===== src/verilog/scl_pkg.sv =====
// Constants for the two-wire serial host port clock and flow block.
// Assumes a 250 MHz core clock (ref_clk).
package scl_pkg;
  localparam int          CLK_PERIOD_PS      = 4000;
  localparam int          MOD_WIDTH          = 8;
  localparam int          PRESCALE_RATIO     = 8;
  localparam int          HALF_CYCLES_BASE   = 1;
  // Filter selections
  localparam logic [1:0]  FILT_BYPASS        = 2'h0;
  localparam logic [1:0]  FILT_NARROW        = 2'h1;
  localparam logic [1:0]  FILT_WIDE          = 2'h2;
  // Spike widths rejected by the filters
  localparam int          NARROW_SPIKE_NS    = 50;
  localparam int          WIDE_SPIKE_NS      = 100;
  localparam int          NARROW_SPIKE_CYC   = (NARROW_SPIKE_NS * 1000 + CLK_PERIOD_PS - 1) / CLK_PERIOD_PS;
  localparam int          WIDE_SPIKE_CYC     = (WIDE_SPIKE_NS * 1000 + CLK_PERIOD_PS - 1) / CLK_PERIOD_PS;
  // Least time the request output stays deasserted after the last edge
  localparam int          REQ_HOLD_BYP_NS    = 50;
  localparam int          REQ_HOLD_NAR_NS    = 100;
  localparam int          REQ_HOLD_WIDE_NS   = 155;
  localparam int          REQ_HOLD_BYP_CYC   = (REQ_HOLD_BYP_NS * 1000 + CLK_PERIOD_PS - 1) / CLK_PERIOD_PS;
  localparam int          REQ_HOLD_NAR_CYC   = (REQ_HOLD_NAR_NS * 1000 + CLK_PERIOD_PS - 1) / CLK_PERIOD_PS;
  localparam int          REQ_HOLD_WIDE_CYC  = (REQ_HOLD_WIDE_NS * 1000 + CLK_PERIOD_PS - 1) / CLK_PERIOD_PS;
  localparam int          CNT_WIDTH          = 12;
  // Reset values
  localparam logic        SCL_RESET          = 1'b1;
  localparam logic        REQ_RESET          = 1'b0;
endpackage


===== src/verilog/scl_clock_flow.sv =====
// Two-wire serial host port: SCL generation as master, input filters,
// and the host request handshake. Assumes open-drain pins resolved outside.
`timescale 1ns/10ps
// Notes on behaviour
// - cycle = Tc * 2 * (modulus + 1) * (7 * not bypass + 1).
// - bypass low inserts divide by eight; high skips it.
// - all eight modulus bits give divide ratios one to 256.
// - programmed cycle spans two to 4096 core periods.
// - real SCL cycle adds sync, filter delay and rise time.
// - filters reject spikes up to 50 ns narrow, 100 ns wide.
// - slave drops request soon after the first SCL edge of either polarity.
// - slave keeps request low a minimum after last SCL edge.
// - master waits for request input before first SCL edge.
module scl_clock_flow
  import scl_pkg::*;
(
  // Clock and reset
  input  wire logic                 ref_clk,
  input  wire logic                 reset,
  // Configuration
  input  wire logic [MOD_WIDTH-1:0] clock_divider_modulus,
  input  wire logic                 prescaler_bypass,
  input  wire logic [1:0]           filter_sel,
  input  wire logic                 master_mode,
  input  wire logic                 request_wait_en,
  // Transfer control
  input  wire logic                 xfer_start,
  input  wire logic [4:0]           xfer_edges,
  input  wire logic                 slave_ready,
  // Pins
  input  wire logic                 scl_in,
  input  wire logic                 sda_in,
  output logic                      scl_out,
  output logic                      scl_oe_n,
  input  wire logic                 host_request_line_in,
  output logic                      host_request_line_out,
  // Status
  output logic                      scl_filtered,
  output logic                      sda_filtered,
  output logic                      xfer_busy
);
  // ==========================================================
  // Synchronisers and filters
  logic [1:0] scl_sync_reg;
  logic [1:0] sda_sync_reg;
  logic [1:0] req_sync_reg;
  logic       scl_f;
  logic       sda_f;

  always_ff @(posedge ref_clk or posedge reset)
  begin
    if (reset)
    begin
      scl_sync_reg <= 2'h3;
      sda_sync_reg <= 2'h3;
      req_sync_reg <= 2'h0;
    end
    else
    begin
      scl_sync_reg <= {scl_sync_reg[0], scl_in};
      sda_sync_reg <= {sda_sync_reg[0], sda_in};
      req_sync_reg <= {req_sync_reg[0], host_request_line_in};
    end
  end

  spike_filter u_scl_filter (
    .ref_clk    (ref_clk),
    .reset      (reset),
    .filter_sel (filter_sel),
    .line_in    (scl_sync_reg[1]),
    .line_out   (scl_f)
  );

  spike_filter u_sda_filter (
    .ref_clk    (ref_clk),
    .reset      (reset),
    .filter_sel (filter_sel),
    .line_in    (sda_sync_reg[1]),
    .line_out   (sda_f)
  );

  always_ff @(posedge ref_clk or posedge reset)
  begin
    if (reset)
    begin
      scl_filtered <= 1'b1;
      sda_filtered <= 1'b1;
    end
    else
    begin
      scl_filtered <= scl_f;
      sda_filtered <= sda_f;
    end
  end

  // ==========================================================
  // Half-cycle divider
  // Each SCL half lasts (modulus+1)*(8 or 1) core periods; the whole
  // cycle is twice that.
  logic [CNT_WIDTH-1:0] half_len;
  logic [CNT_WIDTH-1:0] div_reg;
  logic                 half_tick;

  always_comb
  begin
    if (prescaler_bypass)
      half_len = CNT_WIDTH'({4'h0, clock_divider_modulus} + 12'h1);
    else
      half_len = CNT_WIDTH'(({4'h0, clock_divider_modulus} + 12'h1) << 3);
  end

  assign half_tick = (div_reg >= half_len - 12'h1);

  // ==========================================================
  // Master state machine
  typedef enum logic [3:0] {
    ST_IDLE = 4'b0001,
    ST_WAIT = 4'b0010,
    ST_LOW  = 4'b0100,
    ST_HIGH = 4'b1000
  } mstate_t;

  mstate_t    state_reg;
  logic [4:0] edges_reg;

  always_ff @(posedge ref_clk or posedge reset)
  begin
    if (reset)
    begin
      state_reg <= ST_IDLE;
      div_reg   <= '0;
      edges_reg <= 5'h0;
      scl_out   <= SCL_RESET;
      scl_oe_n  <= 1'b1;
      xfer_busy <= 1'b0;
    end
    else
    begin
      case (state_reg)
        ST_IDLE:
        begin
          div_reg  <= '0;
          scl_oe_n <= 1'b1;
          scl_out  <= 1'b1;
          if (xfer_start && master_mode && xfer_edges != 5'h0)
          begin
            edges_reg <= xfer_edges;
            xfer_busy <= 1'b1;
            state_reg <= ST_WAIT;
          end
          else
            xfer_busy <= 1'b0;
        end
        ST_WAIT:
        begin
          // Hold off the first edge until the partner asks; half a cycle
          // elapses after the request before SCL falls
          if (!request_wait_en || req_sync_reg[1])
          begin
            if (half_tick)
            begin
              div_reg   <= '0;
              scl_out   <= 1'b0;
              scl_oe_n  <= 1'b0;
              state_reg <= ST_LOW;
            end
            else
              div_reg <= div_reg + 12'h1;
          end
          else
            div_reg <= '0;
        end
        ST_LOW:
        begin
          if (half_tick)
          begin
            div_reg   <= '0;
            scl_oe_n  <= 1'b1;
            state_reg <= ST_HIGH;
          end
          else
            div_reg <= div_reg + 12'h1;
        end
        ST_HIGH:
        begin
          // Count only once the line is seen high: stretching and the
          // filter delay lengthen the real cycle
          if (!scl_f)
            div_reg <= '0;
          else if (half_tick)
          begin
            div_reg <= '0;
            if (edges_reg == 5'h1)
              state_reg <= ST_IDLE;
            else if (request_wait_en && !req_sync_reg[1])
            begin
              edges_reg <= edges_reg - 5'h1;
              state_reg <= ST_WAIT;
            end
            else
            begin
              edges_reg <= edges_reg - 5'h1;
              scl_out   <= 1'b0;
              scl_oe_n  <= 1'b0;
              state_reg <= ST_LOW;
            end
          end
          else
            div_reg <= div_reg + 12'h1;
        end
        default:
          state_reg <= ST_IDLE;
      endcase
    end
  end

  // ==========================================================
  // Slave request output
  logic       scl_f_d_reg;
  logic [5:0] hold_reg;
  logic [5:0] hold_len;

  always_comb
  begin
    case (filter_sel)
      FILT_NARROW: hold_len = 6'(REQ_HOLD_NAR_CYC);
      FILT_WIDE:   hold_len = 6'(REQ_HOLD_WIDE_CYC);
      default:     hold_len = 6'(REQ_HOLD_BYP_CYC);
    endcase
  end

  // Any SCL edge drops the request and restarts the quiet-time count;
  // the filters already add the delay the partner must allow for
  always_ff @(posedge ref_clk or posedge reset)
  begin
    if (reset)
    begin
      scl_f_d_reg           <= 1'b1;
      hold_reg              <= 6'h0;
      host_request_line_out <= REQ_RESET;
    end
    else
    begin
      scl_f_d_reg <= scl_f;
      if (master_mode)
      begin
        host_request_line_out <= 1'b0;
        hold_reg              <= 6'h0;
      end
      else if (scl_f != scl_f_d_reg)
      begin
        host_request_line_out <= 1'b0;
        hold_reg              <= 6'h0;
      end
      else if (hold_reg < hold_len)
        hold_reg <= hold_reg + 6'h1;
      else
        host_request_line_out <= slave_ready;
    end
  end
endmodule // scl_clock_flow


===== src/verilog/spike_filter.sv =====
// Glitch filter for one synchronised two-wire line.
// Assumes the input is already in the ref_clk domain.
`timescale 1ns/10ps
module spike_filter
  import scl_pkg::*;
(
  // Clock and reset
  input  wire logic       ref_clk,
  input  wire logic       reset,
  // Setting and line
  input  wire logic [1:0] filter_sel,
  input  wire logic       line_in,
  output logic            line_out
);
  logic [4:0] run_reg;
  logic [4:0] limit;

  always_comb
  begin
    case (filter_sel)
      FILT_NARROW: limit = 5'(NARROW_SPIKE_CYC);
      FILT_WIDE:   limit = 5'(WIDE_SPIKE_CYC);
      default:     limit = 5'h0;
    endcase
  end

  // A change must persist longer than the limit before it is passed on
  always_ff @(posedge ref_clk or posedge reset)
  begin
    if (reset)
    begin
      run_reg  <= 5'h0;
      line_out <= 1'b1;
    end
    else if (line_in == line_out)
      run_reg <= 5'h0;
    else if (run_reg >= limit)
    begin
      line_out <= line_in;
      run_reg  <= 5'h0;
    end
    else
      run_reg <= run_reg + 5'h1;
  end
endmodule // spike_filter


===== config.mk =====
export PLATFORM = sky130hd
export DESIGN_NAME = scl_clock_flow
export DESIGN_NICKNAME = d
export VERILOG_FILES = /design/src/verilog/scl_pkg.sv /design/src/verilog/scl_clock_flow.sv /design/src/verilog/spike_filter.sv
export SDC_FILE = /design/constraint.sdc
export NUM_CORES = 1
export LEC_CHECK = 0
export BUFFER_PORTS_ARGS = -buffer_cell sky130_fd_sc_hd__clkbuf_2
export CORE_MARGIN = 4
export CORE_UTILIZATION = 54
export DETAILED_ROUTE_END_ITERATION = 16
export PLACE_DENSITY_LB_ADDON = 0.05
export SLEW_MARGIN = 10
export SYNTH_ARGS = -nofsm -noshare
export SYNTH_HDL_FRONTEND = slang
export SYNTH_SLANG_ARGS = --single-unit

===== constraint.sdc =====
create_clock -name ref_clk -period 2.35 [get_ports ref_clk]
set_clock_uncertainty 0.1 [all_clocks]
set_input_delay 0.1175 -clock ref_clk [delete_from_list [all_inputs] [get_ports ref_clk]]
set_output_delay 0.1175 -clock ref_clk [all_outputs]
set_load 0.03 [all_outputs]

==> flow_summary.toml <==
[timing]
hold_viol = 0
drv_slew = 0
period_needed_ns = 2.94
finalSetupViolCount = 23
timing.final.crit_share_pct = 125
slew_headroom_pct = 60.7
worst_slew_pin_slew_ns = 0.589
rsz0062_at_grt = "yes"
fin_ws_ns = -0.588
setup_tns_ns = -12.21
fmax_ghz = 0.340
whs_ns = 0.0323

[clocking]
clockBufferDepth = 2
cts.sinks = 51
cts_buffers = 5
insertion_delay_ns = 0.31
cts_tree = "yes"
path_clk_slew_ns = 0.10
h-tree-depth = 2
post_cts_buffers = 0
cts_root_buf = "clkbuf_8"

[setup_path]
crit_required_ns = 2.44
end_kind = "flop"
path_cells = "clkbuf_16 -> ha_4 -> and3_4 -> xnor2_4 -> o21ai_2 -> a2111o_1 -> o41a_1 -> a21oi_1 -> ha_1 -> nand4_1 -> nor2_2 -> a2111oi_4 -> buf_12 -> buf_4 -> a21oi_1 -> a2bb2oi_1"
crit_top_cell = "a21oi_1"
worstSetupPathType = "input port to flop"
slowest_delay_ns = 0.40
crit_slowest_cell = "o41a_1"
cp.arrival_ns = 3.03
worstSetupStartpointType = "input port"
crit_fanout = 16

[power]
p_leak_nw = 1.98
power_frac_comb_pct = 41.4
p_int_mw = 1.85
power-per-cell-area_nw_per_um2 = 685
swShare_pct = 38.2
p_seq_share_pct = 41.3
power.share.clock_pct = 17.3
p_switching_mw = 1.14
peakVddDrop_uv = 515

[synthesis]
postSynthCellCount = 366
synth.area.top_cells = "dfrtp_1 (29%), ha_1 (13%), dfstp_2 (8.4%)"
yosys_warnings = 0
synth_top_area_share_pct = 29.0
avgSynthCellArea_um2 = 9.41
synth_top_flop_cell = "dfrtp_1"
synth_edf_count = 0
syn_nets = 426
synthesis.area_um2 = 3450
postSynth.asyncResetShare_pct = 100
yosysTopAreaCell = "dfrtp_1"
ys_types = 61
ys_seq_area_share_pct = 37.4
ys_ff_latch = 51

[routing]
ant_nets = 0
dr_total_vias = 2947
wire_per_inst_um = 14.1
first_pass_iters = 4
via_per_inst = 5.62
wl_um = 7400
drcViolationCount = 0
drtIter0Drc = 111

[placement]
place_area_um2 = 4130
post-dp-hpwl_um = 5670
place_congestion = 0.925
portBuffers = 30

[outcome]
status = "finished, violations left"
violations = "negative setup slack"

[layout]
drive_gt1_share_pct = 28.7
nets = 508
largest_reg_flops = 12
num_antenna_cells = 0
syn_to_final_growth_pct = 27.1
final_cell_mix = "buf_4 (43), dfrtp_1 (40), ha_1 (34)"
final_common_cell = "buf_4"
final_area_um2 = 4380

[floorplanning]
start_util_pct = 56.9
die_w_um = 87.9
die_area_um2 = 7720
die_y_um = 87.9
rows = 28
pin_count = 31
core_um2 = 6060

[grt]
grt_pass1_vias = 2944
antenna_found_initial = 0
grt_start_max_net_pins = 38
grt_pass1_wl_um = 13000
gr-total-overflow = 0
grt.total_usage_pct = 20.9

[hold_path]
hold_path.class = "input port to flop"

[run]
cap_viol_max_count = 0
kinds of logic (layout without fill, tap and decap cells):
group                      count (synthesis)  count (layout)  synth area share (%)
AOI/OAI and AO/OA                         79              79                  16.4
DFF                                       51              51                  37.4
xor gates and xnor gates                  30              30                  7.63
adders and majority gates                 35              35                  12.7
muxes                                      6               6                  1.82
buffers and inverters                     30             113                  3.41
and+or+nand+nor                          135             135                  20.6
power groups by stage:
stage / Clock [mW] / Sequential (mW) / Combinational (mW)
floorplan: 0 / 1.26 / 0.786
global placement: 0 / 1.24 / 1.17
detailed placement: 0 / 1.25 / 1.20
CTS: 0.545 / 1.23 / 1.22
global route: 0.593 / 1.27 / 1.39
finish: 0.519 / 1.24 / 1.24
final cells by class:
class	instances	area, µm²
Inverter	23	86.3
Multi-Input combinational cell	285	2200
Tap cell	75	93.8
Clock inverter	3	23.8
Clock buffer	5	68.8
Sequential cell	51	1290
Fill cell	423	1680
Timing Repair Buffer	82	612
critical path: cells and delay by family:
kind,cells,cell delay (ns)
xor+xnor,1,0.21
compound gates,7,1.46
simple gates,3,0.36
fa+ha+maj,2,0.41
buf+inv,3,0.44
worst paths after layout:
kind                       slack (ns)  depth (start not counted)                startpoint                     to
min in group asynchronous        0.20                          3                     reset           state_reg[1]
setup / recovery                -0.59                         16  clock_divider_modulus[0]           state_reg[1]
setup reg to reg                 0.05                         11                div_reg[0]           state_reg[1]
max in group asynchronous        1.39                          4                     reset  u_scl_filter.line_out
hold / removal                   0.03                          2             xfer_edges[0]           edges_reg[0]
hold reg to reg                  0.25                          0           sda_sync_reg[0]        sda_sync_reg[1]
per-stage QoR:
step	std cells	power (mW)	util, %	worst slack (ns)
finish	524	3.00	72.3	-0.588
global route	524	3.25	72.3	-0.738
CTS	524	3.00	71.8	-0.598
detailed placement	509	2.45	68.2	-1.03
floorplan	366	2.05	-	-0.685
global placement	509	2.41	68.2	-0.909
synth_stat cells, drive strengths merged, types with 3 or more instances:
master	count
ha	35
o21ai	12
nor2	29
o211ai	4
or3	5
mux2i	4
a21oi	19
o21a	3
nor3	6
nor4	3
xnor2	16
nand2b	6
buf	5
and3	5
nor2b	8
a21o	9
or2	4
and2	6
nand2	26
nand3	19
dfrtp	40
xor2	14
dfstp	11
nor3b	3
a31oi	3
inv	22
o311ai	5
nand4	6
metal layers:
layer	up-vias	global-route usage (%)	part of all wire, %
li1	1488	-	-
met1	1401	28.1	48
met2	50	35.4	48
met3	8	3.01	2.9
met4	0	5.16	0.74
met5	-	0	0
repair_timing:
| item | 4_1_cts | 5_1_grt |
|---|---|---|
| gates resized for setup | 10 | 8 |
| endpoints found under the hold margin | 50 | 0 |
| pin swaps | 3 | 2 |
| endpoints found under the setup margin | 23 | 30 |
| hold buffers | 7 | 0 |
| cloned | 0 | 0 |
(Power assumes the default switching activity.)
